===== src/hdl/sdcbc_pkg.sv =====
// shared constants and types of the dram command and bank control block
package sdcbc_pkg;

	// ------------------------------------------------------------------
	// geometry
	// ------------------------------------------------------------------
	localparam int NUM_BANKS = 4;
	localparam int BA_W      = 2;
	localparam int ADDR_W    = 13;
	localparam int ROW_W     = 13;
	localparam int NUM_ROWS  = 8192;
	localparam int COL_W     = 11;
	localparam int OP_W      = 12;
	localparam int MODE_W    = OP_W + BA_W;
	localparam int AP_BIT    = 10;
	localparam int A11_BIT   = 11;
	localparam int X4_COLS   = 2048;
	localparam int X8_COLS   = 1024;
	localparam int X16_COLS  = 512;

	// ------------------------------------------------------------------
	// command codes as {row strobe, column strobe, write enable}
	// ------------------------------------------------------------------
	localparam logic [2:0] CMD_NOP  = 3'h7;
	localparam logic [2:0] CMD_ACT  = 3'h3;
	localparam logic [2:0] CMD_RD   = 3'h5;
	localparam logic [2:0] CMD_WR   = 3'h4;
	localparam logic [2:0] CMD_BT   = 3'h6;
	localparam logic [2:0] CMD_PRE  = 3'h2;
	localparam logic [2:0] CMD_REF  = 3'h1;
	localparam logic [2:0] mode_load_command = 3'h0;

	// ------------------------------------------------------------------
	// timing
	// ------------------------------------------------------------------
	localparam int CLK_PERIOD_NS = 20;
	localparam int T_RP_NS       = 20;
	localparam int T_REFI_NS     = 7813;
	localparam int RP_CYC        = (T_RP_NS + CLK_PERIOD_NS - 1) / CLK_PERIOD_NS;
	localparam int REFI_CYC      = T_REFI_NS / CLK_PERIOD_NS;
	localparam int DQM_RD_LAT    = 2;
	localparam int BURST_LEN     = 4;

	// ------------------------------------------------------------------
	// per-bank state
	// ------------------------------------------------------------------
	typedef enum logic [2:0] {
		SDCBC_IDLE   = 3'b000,
		SDCBC_ACTIVE = 3'b001,
		SDCBC_READ   = 3'b011,
		SDCBC_WRITE  = 3'b010,
		SDCBC_PRECHG = 3'b110
	} sdcbc_bank_t;

endpackage


===== src/hdl/sdcbc_bank.sv =====
// state and open row of one dram bank
`timescale 1ns/100ps
module sdcbc_bank
(
	// clock and reset
	input  wire logic                         clk_i,
	input  wire logic                         rst_n_i,
	// command pulses addressed to this bank
	input  wire logic                         act_i,
	input  wire logic                         rd_i,
	input  wire logic                         wr_i,
	input  wire logic                         pre_i,
	input  wire logic                         done_i,
	input  wire logic [sdcbc_pkg::ROW_W-1:0]  row_i,
	// state
	output sdcbc_pkg::sdcbc_bank_t            state_o,
	output logic      [sdcbc_pkg::ROW_W-1:0]  row_o
);

	sdcbc_pkg::sdcbc_bank_t state_ff;
	sdcbc_pkg::sdcbc_bank_t nxt_state;
	logic [sdcbc_pkg::ROW_W-1:0] row_ff;
	logic [7:0]                  rp_cnt_ff;

	assign state_o = state_ff;
	assign row_o   = row_ff;

	// ------------------------------------------------------------------
	// bank state machine
	// ------------------------------------------------------------------
	always_comb
	begin
		nxt_state = state_ff;
		unique case (state_ff)
			sdcbc_pkg::SDCBC_IDLE:
			begin
				if (act_i)
					nxt_state = sdcbc_pkg::SDCBC_ACTIVE;
			end
			sdcbc_pkg::SDCBC_ACTIVE, sdcbc_pkg::SDCBC_READ, sdcbc_pkg::SDCBC_WRITE:
			begin
				if (pre_i)
					nxt_state = sdcbc_pkg::SDCBC_PRECHG;
				else if (rd_i)
					nxt_state = sdcbc_pkg::SDCBC_READ;
				else if (wr_i)
					nxt_state = sdcbc_pkg::SDCBC_WRITE;
				else if (done_i)
					nxt_state = sdcbc_pkg::SDCBC_ACTIVE;
			end
			sdcbc_pkg::SDCBC_PRECHG:
			begin
				if (rp_cnt_ff == 8'(sdcbc_pkg::RP_CYC - 1))
					nxt_state = sdcbc_pkg::SDCBC_IDLE;
			end
			default:
				nxt_state = sdcbc_pkg::SDCBC_IDLE;
		endcase
	end

	always_ff @(posedge clk_i or negedge rst_n_i)
	begin
		if (!rst_n_i)
			state_ff <= sdcbc_pkg::SDCBC_IDLE;
		else
			state_ff <= nxt_state;
	end

	// precharge period counter
	always_ff @(posedge clk_i or negedge rst_n_i)
	begin
		if (!rst_n_i)
			rp_cnt_ff <= 8'h00;
		else if (state_ff == sdcbc_pkg::SDCBC_PRECHG)
			rp_cnt_ff <= rp_cnt_ff + 8'h01;
		else
			rp_cnt_ff <= 8'h00;
	end

	// open row, kept until the next activate
	always_ff @(posedge clk_i or negedge rst_n_i)
	begin
		if (!rst_n_i)
			row_ff <= '0;
		else if (act_i && state_ff == sdcbc_pkg::SDCBC_IDLE)
			row_ff <= row_i;
	end

	// ------------------------------------------------------------------
	// checks
	// ------------------------------------------------------------------
	property p_act_opens;
		@(posedge clk_i) disable iff (!rst_n_i)
		(act_i && state_ff == sdcbc_pkg::SDCBC_IDLE) |=>
			(state_ff == sdcbc_pkg::SDCBC_ACTIVE && row_ff == $past(row_i));
	endproperty
	a_act_opens: assert property (p_act_opens)
		else $error("activate did not open the row");

	property p_pre_to_idle;
		@(posedge clk_i) disable iff (!rst_n_i)
		$rose(state_ff == sdcbc_pkg::SDCBC_PRECHG) |->
			(state_ff == sdcbc_pkg::SDCBC_PRECHG) ##1 (state_ff == sdcbc_pkg::SDCBC_IDLE);
	endproperty
	a_pre_to_idle: assert property (p_pre_to_idle)
		else $error("bank not idle one precharge period after precharge");

endmodule


===== src/hdl/sdcbc_top.sv =====
// command decoding, burst sequencing and bank control of a quad-bank dram
// How it works
// - all command, address, mask and data inputs are taken on the rising clock edge
// - four banks of 8192 rows; 2048, 1024 or 512 columns by data width
// - activate opens the row on the address lines in the addressed bank
// - burst start column taken from address bits chosen by data width
// - chip select low: row, column, write strobes decode the eight commands
// - refresh code refreshes with clock enable high, enters self refresh when low
// - refresh rows come from an internal counter; other inputs ignored
// - address bit 10 on read or write selects auto precharge for that access
// - precharge closes one bank, or all banks when address bit 10 high
// - mode load stores address bits 11..0 with bank address in mode register
// - chip select high ignores commands; running bursts continue
// - no operation registers nothing and leaves running bursts alone
// - an opened row stays open until that bank is precharged
// - read mask high floats the data lines two clocks later
// - write mask sampled with the write data blocks that write
// - auto precharge closes the row when the burst ends; otherwise row stays open
// - a precharged bank is idle after the precharge period, needs activate
// - burst terminate cuts the most recent read or write burst
`timescale 1ns/100ps
module sdcbc_top
#(
	parameter int DQ_W      = 4,
	parameter int BURST_LEN = sdcbc_pkg::BURST_LEN,
	parameter int REFI_CYC  = sdcbc_pkg::REFI_CYC
)
(
	// clock and reset
	input  wire logic                                  SYS_CLK_I,
	input  wire logic                                  RST_N_I,
	// command pins
	input  wire logic                                  CKE_I,
	input  wire logic                                  CS_N_I,
	input  wire logic                                  RAS_N_I,
	input  wire logic                                  CAS_N_I,
	input  wire logic                                  WE_N_I,
	input  wire logic [sdcbc_pkg::BA_W-1:0]            BA_I,
	input  wire logic [sdcbc_pkg::ADDR_W-1:0]          ADDR_I,
	// data pins
	input  wire logic                                  DQM_I,
	input  wire logic [DQ_W-1:0]                       DQ_I,
	output logic      [DQ_W-1:0]                       DQ_O,
	output logic                                       DQ_OE_O,
	// array access
	output logic                                       ARRAY_WE_O,
	output logic                                       ARRAY_RE_O,
	output logic      [sdcbc_pkg::BA_W-1:0]            ARRAY_BANK_O,
	output logic      [sdcbc_pkg::ROW_W-1:0]           ARRAY_ROW_O,
	output logic      [sdcbc_pkg::COL_W-1:0]           ARRAY_COL_O,
	output logic      [DQ_W-1:0]                       ARRAY_WDATA_O,
	input  wire logic [DQ_W-1:0]                       ARRAY_RDATA_I,
	output logic                                       ARRAY_REF_O,
	output logic      [sdcbc_pkg::ROW_W-1:0]           REF_ROW_O,
	// status
	output logic      [sdcbc_pkg::MODE_W-1:0]          MODE_REG_O,
	output logic                                       SELF_REF_O,
	output logic      [3*sdcbc_pkg::NUM_BANKS-1:0]     BANK_STATE_O
);

	localparam int NB = sdcbc_pkg::NUM_BANKS;
	localparam int NUM_COLS = (DQ_W == 4) ? sdcbc_pkg::X4_COLS :
		(DQ_W == 8) ? sdcbc_pkg::X8_COLS : sdcbc_pkg::X16_COLS;
	localparam logic [sdcbc_pkg::COL_W-1:0] COL_MASK = sdcbc_pkg::COL_W'(NUM_COLS - 1);
	localparam logic [7:0] BEATS = 8'(BURST_LEN);

	// ------------------------------------------------------------------
	// input registers
	// ------------------------------------------------------------------
	logic                           cke_q;
	logic                           cs_n_q;
	logic [2:0]                     cmd_q;
	logic [sdcbc_pkg::BA_W-1:0]     ba_q;
	logic [sdcbc_pkg::ADDR_W-1:0]   addr_q;
	logic                           dqm_q;
	logic [DQ_W-1:0]                dq_q;

	always_ff @(posedge SYS_CLK_I or negedge RST_N_I)
	begin
		if (!RST_N_I)
		begin
			cke_q  <= 1'b0;
			cs_n_q <= 1'b1;
			cmd_q  <= sdcbc_pkg::CMD_NOP;
			ba_q   <= '0;
			addr_q <= '0;
			dqm_q  <= 1'b1;
			dq_q   <= '0;
		end
		else
		begin
			cke_q  <= CKE_I;
			cs_n_q <= CS_N_I;
			cmd_q  <= {RAS_N_I, CAS_N_I, WE_N_I};
			ba_q   <= BA_I;
			addr_q <= ADDR_I;
			dqm_q  <= DQM_I;
			dq_q   <= DQ_I;
		end
	end

	// ------------------------------------------------------------------
	// command decode
	// ------------------------------------------------------------------
	logic self_ref_ff;
	logic sel;
	logic cmd_ok;
	logic is_act;
	logic is_rd;
	logic is_wr;
	logic is_bt;
	logic is_pre;
	logic is_ref;
	logic is_mld;
	logic start;
	logic ap_req;
	logic [sdcbc_pkg::COL_W-1:0] col_dec;

	assign sel    = !cs_n_q && !self_ref_ff;
	assign cmd_ok = sel && cke_q;
	assign is_act = cmd_ok && cmd_q == sdcbc_pkg::CMD_ACT;
	assign is_rd  = cmd_ok && cmd_q == sdcbc_pkg::CMD_RD;
	assign is_wr  = cmd_ok && cmd_q == sdcbc_pkg::CMD_WR;
	assign is_bt  = cmd_ok && cmd_q == sdcbc_pkg::CMD_BT;
	assign is_pre = cmd_ok && cmd_q == sdcbc_pkg::CMD_PRE;
	assign is_ref = sel && cmd_q == sdcbc_pkg::CMD_REF;
	assign is_mld = cmd_ok && cmd_q == sdcbc_pkg::mode_load_command;
	assign start  = is_rd || is_wr;
	assign ap_req = addr_q[sdcbc_pkg::AP_BIT];

	// starting column by data width
	always_comb
	begin
		if (DQ_W == 4)
			col_dec = {addr_q[sdcbc_pkg::A11_BIT], addr_q[9:0]};
		else if (DQ_W == 8)
			col_dec = {1'b0, addr_q[9:0]};
		else
			col_dec = {2'b00, addr_q[8:0]};
	end

	// ------------------------------------------------------------------
	// burst sequencer
	// ------------------------------------------------------------------
	logic                          burst_on_ff;
	logic                          burst_wr_ff;
	logic                          burst_ap_ff;
	logic [sdcbc_pkg::BA_W-1:0]    burst_bank_ff;
	logic [sdcbc_pkg::COL_W-1:0]   burst_col_ff;
	logic [7:0]                    beats_left_ff;
	logic                          pre_cut;
	logic                          acc_now;
	logic                          acc_wr;
	logic [sdcbc_pkg::BA_W-1:0]    acc_bank;
	logic [sdcbc_pkg::COL_W-1:0]   acc_col;
	logic                          last_beat;
	logic                          end_evt;
	logic                          end_ap;
	logic [sdcbc_pkg::BA_W-1:0]    end_bank;

	assign pre_cut  = is_pre && (ap_req || ba_q == burst_bank_ff);
	assign acc_now  = start || (burst_on_ff && !is_bt && !pre_cut);
	assign acc_wr   = start ? is_wr : burst_wr_ff;
	assign acc_bank = start ? ba_q : burst_bank_ff;
	assign acc_col  = start ? col_dec : burst_col_ff;
	assign last_beat = start ? (BEATS == 8'h01) : (beats_left_ff == 8'h01);

	// burst end: natural last beat, terminate, or a new access elsewhere
	always_comb
	begin
		end_evt  = 1'b0;
		end_ap   = burst_ap_ff;
		end_bank = burst_bank_ff;
		if (acc_now && last_beat)
		begin
			end_evt  = 1'b1;
			end_ap   = start ? ap_req : burst_ap_ff;
			end_bank = acc_bank;
		end
		else if (burst_on_ff && (is_bt || (start && ba_q != burst_bank_ff)))
			end_evt  = 1'b1;
	end

	always_ff @(posedge SYS_CLK_I or negedge RST_N_I)
	begin
		if (!RST_N_I)
			burst_on_ff <= 1'b0;
		else
			burst_on_ff <= acc_now && !last_beat;
	end

	always_ff @(posedge SYS_CLK_I or negedge RST_N_I)
	begin
		if (!RST_N_I)
		begin
			burst_wr_ff   <= 1'b0;
			burst_ap_ff   <= 1'b0;
			burst_bank_ff <= '0;
			burst_col_ff  <= '0;
			beats_left_ff <= 8'h00;
		end
		else if (acc_now)
		begin
			burst_wr_ff   <= acc_wr;
			burst_ap_ff   <= start ? ap_req : burst_ap_ff;
			burst_bank_ff <= acc_bank;
			burst_col_ff  <= (acc_col + sdcbc_pkg::COL_W'(1)) & COL_MASK;
			beats_left_ff <= start ? BEATS - 8'h01 : beats_left_ff - 8'h01;
		end
	end

	// ------------------------------------------------------------------
	// banks
	// ------------------------------------------------------------------
	sdcbc_pkg::sdcbc_bank_t       bank_state [NB];
	logic [sdcbc_pkg::ROW_W-1:0]  bank_row   [NB];

	generate
		for (genvar b = 0; b < NB; b++)
		begin : g_bank
			logic hit;
			assign hit = ba_q == sdcbc_pkg::BA_W'(b);
			sdcbc_bank u_bank
			(
				.clk_i   (SYS_CLK_I),
				.rst_n_i (RST_N_I),
				.act_i   (is_act && hit),
				.rd_i    (is_rd && hit),
				.wr_i    (is_wr && hit),
				.pre_i   ((is_pre && (ap_req || hit)) ||
					(end_evt && end_ap && end_bank == sdcbc_pkg::BA_W'(b))),
				.done_i  (end_evt && !end_ap && end_bank == sdcbc_pkg::BA_W'(b)),
				.row_i   (addr_q),
				.state_o (bank_state[b]),
				.row_o   (bank_row[b])
			);
			assign BANK_STATE_O[3*b +: 3] = bank_state[b];
		end
	endgenerate

	// ------------------------------------------------------------------
	// array access and data path
	// ------------------------------------------------------------------
	logic dqm_d1_ff;

	always_ff @(posedge SYS_CLK_I or negedge RST_N_I)
	begin
		if (!RST_N_I)
		begin
			ARRAY_WE_O    <= 1'b0;
			ARRAY_RE_O    <= 1'b0;
			ARRAY_BANK_O  <= '0;
			ARRAY_ROW_O   <= '0;
			ARRAY_COL_O   <= '0;
			ARRAY_WDATA_O <= '0;
		end
		else
		begin
			ARRAY_WE_O    <= acc_now && acc_wr && !dqm_q;
			ARRAY_RE_O    <= acc_now && !acc_wr;
			ARRAY_BANK_O  <= acc_bank;
			ARRAY_ROW_O   <= bank_row[acc_bank];
			ARRAY_COL_O   <= acc_col;
			ARRAY_WDATA_O <= dq_q;
		end
	end

	// read data leaves two clocks after its beat, floated by the mask
	always_ff @(posedge SYS_CLK_I or negedge RST_N_I)
	begin
		if (!RST_N_I)
		begin
			dqm_d1_ff <= 1'b1;
			DQ_OE_O   <= 1'b0;
			DQ_O      <= '0;
		end
		else
		begin
			dqm_d1_ff <= dqm_q;
			DQ_OE_O   <= ARRAY_RE_O && !dqm_d1_ff;
			DQ_O      <= ARRAY_RDATA_I;
		end
	end

	// ------------------------------------------------------------------
	// mode register
	// ------------------------------------------------------------------
	always_ff @(posedge SYS_CLK_I or negedge RST_N_I)
	begin
		if (!RST_N_I)
			MODE_REG_O <= '0;
		else if (is_mld)
			MODE_REG_O <= {ba_q, addr_q[sdcbc_pkg::OP_W-1:0]};
	end

	// ------------------------------------------------------------------
	// refresh
	// ------------------------------------------------------------------
	logic [sdcbc_pkg::ROW_W-1:0] ref_cnt_ff;
	logic [15:0]                 sr_tick_ff;
	logic                        sr_ref;
	logic                        do_ref;

	assign sr_ref = self_ref_ff && sr_tick_ff == 16'(REFI_CYC - 1);
	assign do_ref = (is_ref && cke_q) || sr_ref;

	always_ff @(posedge SYS_CLK_I or negedge RST_N_I)
	begin
		if (!RST_N_I)
			self_ref_ff <= 1'b0;
		else if (is_ref && !cke_q)
			self_ref_ff <= 1'b1;
		else if (cke_q)
			self_ref_ff <= 1'b0;
	end

	always_ff @(posedge SYS_CLK_I or negedge RST_N_I)
	begin
		if (!RST_N_I)
			sr_tick_ff <= 16'h0000;
		else if (!self_ref_ff || sr_ref)
			sr_tick_ff <= 16'h0000;
		else
			sr_tick_ff <= sr_tick_ff + 16'h0001;
	end

	always_ff @(posedge SYS_CLK_I or negedge RST_N_I)
	begin
		if (!RST_N_I)
		begin
			ref_cnt_ff  <= '0;
			ARRAY_REF_O <= 1'b0;
			REF_ROW_O   <= '0;
		end
		else
		begin
			ARRAY_REF_O <= do_ref;
			if (do_ref)
			begin
				REF_ROW_O  <= ref_cnt_ff;
				ref_cnt_ff <= ref_cnt_ff + sdcbc_pkg::ROW_W'(1);
			end
		end
	end

	always_ff @(posedge SYS_CLK_I or negedge RST_N_I)
	begin
		if (!RST_N_I)
			SELF_REF_O <= 1'b0;
		else
			SELF_REF_O <= self_ref_ff;
	end

	// ------------------------------------------------------------------
	// checks
	// ------------------------------------------------------------------
	property p_rd_mask_hiz;
		@(posedge SYS_CLK_I) disable iff (!RST_N_I)
		(acc_now && !acc_wr && dqm_q) |-> ##2 !DQ_OE_O;
	endproperty
	a_rd_mask_hiz: assert property (p_rd_mask_hiz)
		else $error("masked read beat drove the data lines");

	property p_rd_drive;
		@(posedge SYS_CLK_I) disable iff (!RST_N_I)
		(acc_now && !acc_wr && !dqm_q) |-> ##2 DQ_OE_O;
	endproperty
	a_rd_drive: assert property (p_rd_drive)
		else $error("unmasked read beat not driven two clocks later");

	property p_wr_mask;
		@(posedge SYS_CLK_I) disable iff (!RST_N_I)
		(acc_now && acc_wr) |=> (ARRAY_WE_O == !$past(dqm_q));
	endproperty
	a_wr_mask: assert property (p_wr_mask)
		else $error("write mask not honoured");

	property p_deselect;
		@(posedge SYS_CLK_I) disable iff (!RST_N_I)
		(cs_n_q && !burst_on_ff && !self_ref_ff) |=> !ARRAY_WE_O && !ARRAY_RE_O && !ARRAY_REF_O;
	endproperty
	a_deselect: assert property (p_deselect)
		else $error("deselected device acted on a command");

	property p_mode_load;
		@(posedge SYS_CLK_I) disable iff (!RST_N_I)
		is_mld |=> MODE_REG_O == $past({ba_q, addr_q[sdcbc_pkg::OP_W-1:0]});
	endproperty
	a_mode_load: assert property (p_mode_load)
		else $error("mode register not loaded");

	property p_auto_ref;
		@(posedge SYS_CLK_I) disable iff (!RST_N_I)
		(is_ref && cke_q) |=> ARRAY_REF_O && REF_ROW_O == $past(ref_cnt_ff);
	endproperty
	a_auto_ref: assert property (p_auto_ref)
		else $error("auto refresh not taken from the counter");

	property p_self_ref;
		@(posedge SYS_CLK_I) disable iff (!RST_N_I)
		(is_ref && !cke_q) |=> ##1 SELF_REF_O;
	endproperty
	a_self_ref: assert property (p_self_ref)
		else $error("self refresh not entered");

	property p_term;
		@(posedge SYS_CLK_I) disable iff (!RST_N_I)
		(is_bt && burst_on_ff && !start) |=> !burst_on_ff && !ARRAY_WE_O && !ARRAY_RE_O;
	endproperty
	a_term: assert property (p_term)
		else $error("burst not terminated");

	property p_ap_close;
		@(posedge SYS_CLK_I) disable iff (!RST_N_I)
		(end_evt && end_ap) |=> bank_state[$past(end_bank)] == sdcbc_pkg::SDCBC_PRECHG;
	endproperty
	a_ap_close: assert property (p_ap_close)
		else $error("auto precharge did not close the row");

endmodule


===== config.mk =====
export PLATFORM = sky130hd
export DESIGN_NAME = sdcbc_top
export DESIGN_NICKNAME = d
export VERILOG_FILES = /design/src/hdl/sdcbc_pkg.sv /design/src/hdl/sdcbc_bank.sv /design/src/hdl/sdcbc_top.sv
export SDC_FILE = /design/constraint.sdc
export NUM_CORES = 1
export LEC_CHECK = 0
export BUFFER_PORTS_ARGS = -buffer_cell sky130_fd_sc_hd__buf_2
export CORE_UTILIZATION = 50
export CTS_CLUSTER_SIZE = 16
export DETAILED_ROUTE_END_ITERATION = 10
export GPL_TIMING_DRIVEN = 0
export PLACE_DENSITY = 0.7
export SLEW_MARGIN = 20
export SYNTH_ARGS = -nofsm -noshare
export SYNTH_HDL_FRONTEND = slang
export SYNTH_HIERARCHICAL = 1
export SYNTH_SLANG_ARGS = --single-unit
export TNS_END_PERCENT = 5

===== constraint.sdc =====
create_clock -name SYS_CLK_I -period 5 [get_ports SYS_CLK_I]
set_input_delay 0.25 -clock SYS_CLK_I [delete_from_list [all_inputs] [get_ports SYS_CLK_I]]
set_output_delay 0.25 -clock SYS_CLK_I [all_outputs]
set_load 0.01 [all_outputs]

## After elaboration in Yosys (flattened, before gate mapping)

Cells that the tools add are included.

| storage, ports and cells | value |
|---|---|
| register bits after elaboration | 242 |
| output and inout bits | 78 |
| logic and storage cells | 240 |

| operators by class | value |
|---|---|
| $add $sub $neg | 8 |
| order comparisons | 1 |
| muxes and demuxes | 48 |
| reduce and logical (&&, ||, !) cells | 97 |
| bitwise logic cells | 1 |
| equal/unequal tests | 44 |

Operator list:

| operator | number |
|---|---|
| 3-bit two-way mux | 24 |
| 1-bit logical AND | 53 |
| 8-bit two-way mux | 5 |
| 3-bit case mux with 3 select lines | 4 |
| 8-bit by 1-bit adder with 8-bit output, second input constant | 4 |
| 8-bit logical NOT | 4 |
| 3-bit by 2-bit == test with 1-bit output, second input constant | 10 |
| 13-bit binary-select mux with 2-bit select | 1 |
| 13-bit two-way mux | 2 |
| 3-bit == test, second input constant | 7 |
| 5-bit by 1-bit inequality test with 1-bit output, second input constant | 4 |
| 16-bit by 1-bit adder with 16-bit output, second input constant | 1 |
| 16-bit by 9-bit == test with 1-bit output, second input constant | 1 |
| 16-bit two-way mux | 1 |
| 2-bit by 1-bit inequality test with 1-bit output, second input constant | 8 |
| 3-bit by 1-bit == test with 1-bit output, second input constant | 5 |
| 3-bit logical NOT | 5 |
| 1-bit logical OR | 14 |
| 13-bit by 1-bit adder with 13-bit output, second input constant | 1 |
| 3-bit AND reduction | 4 |
| 3-bit OR reduction | 4 |
| 11-bit by 1-bit adder with 11-bit output, second input constant | 1 |
| 11-bit two-way mux | 1 |
| 1-bit logical NOT | 10 |
| 12 further kinds | 25 |

## Depth between registers and ports, before layout

| logic depth | value |
|---|---|
| word-level depth | 18 |
| depth in mapped cells | 14 |
| gate-level depth less buffers | 10 |

## By module

Netlist, hierarchy kept.

Modules (own cells, without submodules):

| module | sequential area each (um2) | area each (um2) | cells each | times used |
|---|---|---|---|---|
| sdcbc_top | 3,661.0 | 6,428.7 | 561 | 1 |
| sdcbc_bank | 600.6 | 1,054.8 | 83 | 4 |

## Worst setup path after synthesis

OpenSTA, ideal clock, no wires.

| timing | value |
|---|---|
| path type | flip-flop to flip-flop |
| start point | reg cke_q |
| end point | reg burst_col_ff[10] (netlist bit) |
| buffers on the path | 4 |
| cell stages (with the launch flop) | 15 |
| required time | 4,914 ps |
| clock period less this slack | 2,700 ps |
| arrival time | 2,614 ps |
| setup slack | 2,300 ps |
| cell sequence | dfrtp_1 > nor2b_2 > and3_1 > buf_2 > buf_2 > buf_1 > nand2_1 > nand2_1 > ha_1 > clkbuf_1 > inv_1 > nor4_1 > xor2_1 > nor2_1 > nor3_1 |

| on the way | value |
|---|---|
| elaborated cells on any way between the ends | 14 |
| classes of those cells | 1 x add/sub; 1 x mux; 12 x reduce/logical |

RTL lines:

| what | line | source |
|---|---|---|
| start: declaration | sdcbc_top.sv:70 | `logic cke_q;` |
| start signal: assignment | sdcbc_top.sv:82 | `cke_q <= 1'b0;` |
| start signal: assignment | sdcbc_top.sv:92 | `cke_q <= CKE_I;` |
| 1-bit logical AND * | sdcbc_top.sv:120 | `assign cmd_ok = sel && cke_q;` |
| 1-bit logical AND (on tied branches) | sdcbc_top.sv:122, sdcbc_top.sv:123 |  |
| 1-bit logical OR * | sdcbc_top.sv:128 | `assign start = is_rd \|\| is_wr;` |
| 11-bit two-way mux * | sdcbc_top.sv:165 | `assign acc_col = start ? col_dec : burst_col_ff;` |
| via acc_col, one bit | sdcbc_top.sv:155 | `logic [sdcbc_pkg::COL_W-1:0] acc_col;` |
| 11-bit by 1-bit adder with 11-bit output * | sdcbc_top.sv:207 | `burst_col_ff <= (acc_col + sdcbc_pkg::COL_W'(1)) & COL_MASK;` |
| end signal: assignment | sdcbc_top.sv:207 |  |
| end: declaration | sdcbc_top.sv:149 | `logic [sdcbc_pkg::COL_W-1:0] burst_col_ff;` |

The timed path passes the listed nets; every way through them passes the cells marked *.
A chain may end at the register's enable or synchronous reset.

## Worst setup path after layout

Same ends and word-level chain as after synthesis.

==> impl_metrics.yaml <==
drt:
  totalWireLength_um: 21400
  drc: 0
  ant_nets: 0
  firstDrtPassIters: 6
  wire_per_inst_um: 15.8
  dr_total_vias: 7166
  via_per_inst: 5.28
  dr.first_iter.drc_count: 504
global_routing:
  use_met1_pct: 28.6
  grt_pass1_wl_um: 35700
  use_met2_pct: 33.1
  grt_pass1_vias: 7028
  grt_overflow: 0
  met3_usage_pct: 2.72
  top_usage_layer: "met2"
  antenna_found_initial: 0
  grt_usage_pct: 20.1
  grt_start_max_net_pins: 96
critical_path:
  cp-end-kind: "flip-flop"
  critPathKind: "flip-flop to flip-flop"
  cp_data_arrival_time_ns: 3.85
  path_max_fanout: 10
  reg2reg_from: "cke_q$_DFF_PN0_"
  cp_data_required_time_ns: 5.45
  cp-start-kind: "flip-flop"
  cp-startpoint: "cke_q$_DFF_PN0_"
logic_synthesis:
  synth_nets: 938
  ys_seq_area_share_pct: 56.9
  synth.most_common_cell: "dfrtp_1"
  yosys.area.top_type: "dfrtp_1"
  synth_edf_count: 0
  syn_inst: 893
  synth_area_um2: 10600
  synth_seq_cells: 242
  yosysTopAreaCellShare_pct: 55.5
  yosys-top-cells-count: "236 x dfrtp_1, 85 x mux2_2, 82 x nor2_1"
  ys_top_cells_by_area: "dfrtp_1 55%, mux2_2 9.0%, mux2i_1 3.9%, xor2_1 3.9%, nor2_1 2.9%"
  async_reset_ff_share_pct: 100
  synth_cell_types: 58
  ys.flop_type: "dfrtp_1"
  yosysWarningCount: 6
  synth_area_per_cell_um2: 11.9
cts:
  clock_sinks: 242
  clock_path_buffers: 3
  htreeDepth: 1
  cts_buffers: 26
  clk_latency_ns: 0.53
  root_buffer: "clkbuf_16"
  tritoncts: "yes"
  postCtsSetupBuffers: 0
  clkTransAtPathRegs_ns: 0.06
layout:
  fin_nets: 1106
  multi_input_area_um2: 4260
  seqCellArea_um2: 6060
  syn2layout_area_growth_pct: 20.0
  drive_above_1_share_pct: 25.8
  nFillCells: 1697
  post-route-util_pct: 61.0
  num_antenna_cells: 0
power:
  leakagePower_nw: 6.07
  ir_drop_mv: 0.282
  cellPowerDensity_nw_per_um2: 416
  power_mw: 5.32
sta:
  layout_min_cycle_time_ns: 3.40
  drv_slew: 0
  fin_crit_sh_pct: 68.0
  rsz0062_at_grt: "no"
  tns_ns: 0
  whs_ns: 0.243
  skew_ns: 0.0191
  tightest_slew_ns: 0.654
  finalHoldViolCount: 0
  fmax_ghz: 0.294
  max_slew_margin_pct: 55.5
  setup_violations: 0
status:
  status: "complete, no violations"
flow_run:
  cap_violations: 0
floorplan:
  rows: 53
  die_area_um2: 21900
  core_um2: 21000
  num_io_pins: 109
  die_x_um: 148
  start_util_pct: 50.8
  die_h_um: 148
hold_path:
  hold_path_class: "input port to async pin"
placed_design:
  numPortBuffers: 108
  gp_congestion: 0.849
  hpwlAfterDp_um: 14100
critical path, cell delays in order, from the launching register on:
cell and delay [ns]:
dfrtp_1 0.46, nor2b_2 0.27, and3_1 0.18, buf_2 0.14
buf_2 0.24, buf_1 0.43, nand2_1 0.10, nand2_1 0.11
ha_1 0.16, clkbuf_1 0.30, inv_1 0.15, nor4_1 0.35
xor2_1 0.17, nor2_1 0.06, nor3_1 0.20
flip-flops by register name, summed over array words and instances, names as in the netlist, 12 cells and up:
| signal | flops |
|---|---|
| REF_ROW_O | 13 |
| MODE_REG_O | 14 |
| g_bank.u_bank/state_o | 12 |
| g_bank.u_bank/rp_cnt_ff | 32 |
| addr_q | 13 |
| ARRAY_ROW_O | 13 |
| g_bank.u_bank/row_o | 52 |
| sr_tick_ff | 16 |
| ref_cnt_ff | 13 |
cells by family after synthesis:
kind of cell,after synthesis,share of synthesized area [%]
simple gates,307,15.4
flops,242,56.9
mux,128,13.1
xor+xnor,70,5.76
compound gates,67,4.17
buf+inv,65,3.06
fa+ha+maj,14,1.65
through the flow:
| step | instances | setup WS [ns] | cell area, µm² |
|---|---|---|---|
| after floorplan | 893 | 2.30 | 10600 |
| after global placement | 1276 | -0.565 | 11500 |
| after detailed placement | 1278 | 1.60 | 11600 |
| after CTS | 1356 | 1.60 | 12800 |
| after global routing | 1356 | 1.22 | 12800 |
| final | 1356 | 1.60 | 12800 |
report_power, final:
group	switching (mW)	internal, mW
Combinational	0.516	0.434
Clock	0.758	1.17
Sequential	0.227	2.21
Total	1.50	3.82
repair_timing:
item                                   in CTS  in global routing
hold buffers                               30                  0
setup endpoints to repair                   0                  0
gates resized for setup                     0                  0
endpoints found under the hold margin      81                  0
worst paths after layout:
| path | to | slack, ns | cells after the start |
|---|---|---|---|
| min in group SYS_CLK_I | ARRAY_WDATA_O[1]$_DFF_PN0_ | 0.35 | 0 |
| setup / recovery | burst_col_ff[10]$_DFFE_PN0P_ | 1.60 | 14 |
| max in group asynchronous | g_bank[1].u_bank/row_o[4]$_DFFE_PN0P_ | 3.94 | 3 |
| setup reg to reg | burst_col_ff[10]$_DFFE_PN0P_ | 1.60 | 14 |
| hold / removal | g_bank[3].u_bank/rp_cnt_ff[0]$_DFF_PN0_ | 0.24 | 2 |
| hold reg to reg | ARRAY_WDATA_O[1]$_DFF_PN0_ | 0.35 | 0 |
cells in the final DEF (no fill, tap or decap), types with 4 or more instances in the layout:
cell type	netlist	routed
nand3b_2	4	4
dlygate4sd3_1	0	30
o31ai_1	4	4
buf_2	10	117
xor2_1	47	47
nor4b_1	8	8
o21ai_0	17	17
and3_1	15	15
mux2_2	85	85
xnor2_1	23	23
nand4_1	8	8
nor2b_1	5	5
buf_6	7	7
inv_1	29	29
dfstp_2	6	6
nor3_1	29	29
nand3_1	35	35
clkbuf_1	8	16
dfrtp_1	236	236
o211ai_1	5	5
a21oi_1	17	17
nor2_1	82	82
or2_1	4	4
nand2b_1	7	7
a311oi_1	4	4
ha_1	14	14
o2111ai_1	6	6
clkbuf_2	4	4
or3_1	5	5
nor4_1	10	10
nand2_1	67	67
mux2i_1	42	42
clkbuf_8	0	7
nor4b_4	4	4
clkbuf_16	0	26
a21o_1	4	4
per-layer routing:
layer	up-vias	part of all wire, %
met2	127	47
met5	-	0
met3	27	4.1
li1	3446	-
met1	3566	47
met4	0	1.4
final cells by class:
class	count	area share [%]
plain buffers	35	1.66
clock buffers	41	6.08
clock inverters	7	0.813
inverters	30	0.881
multi-input cells	586	33.3
flip-flops and latches	242	47.4
well taps	275	2.69
repair buffers	140	7.09
No activity file was read; power rests on OpenSTA's default activity.
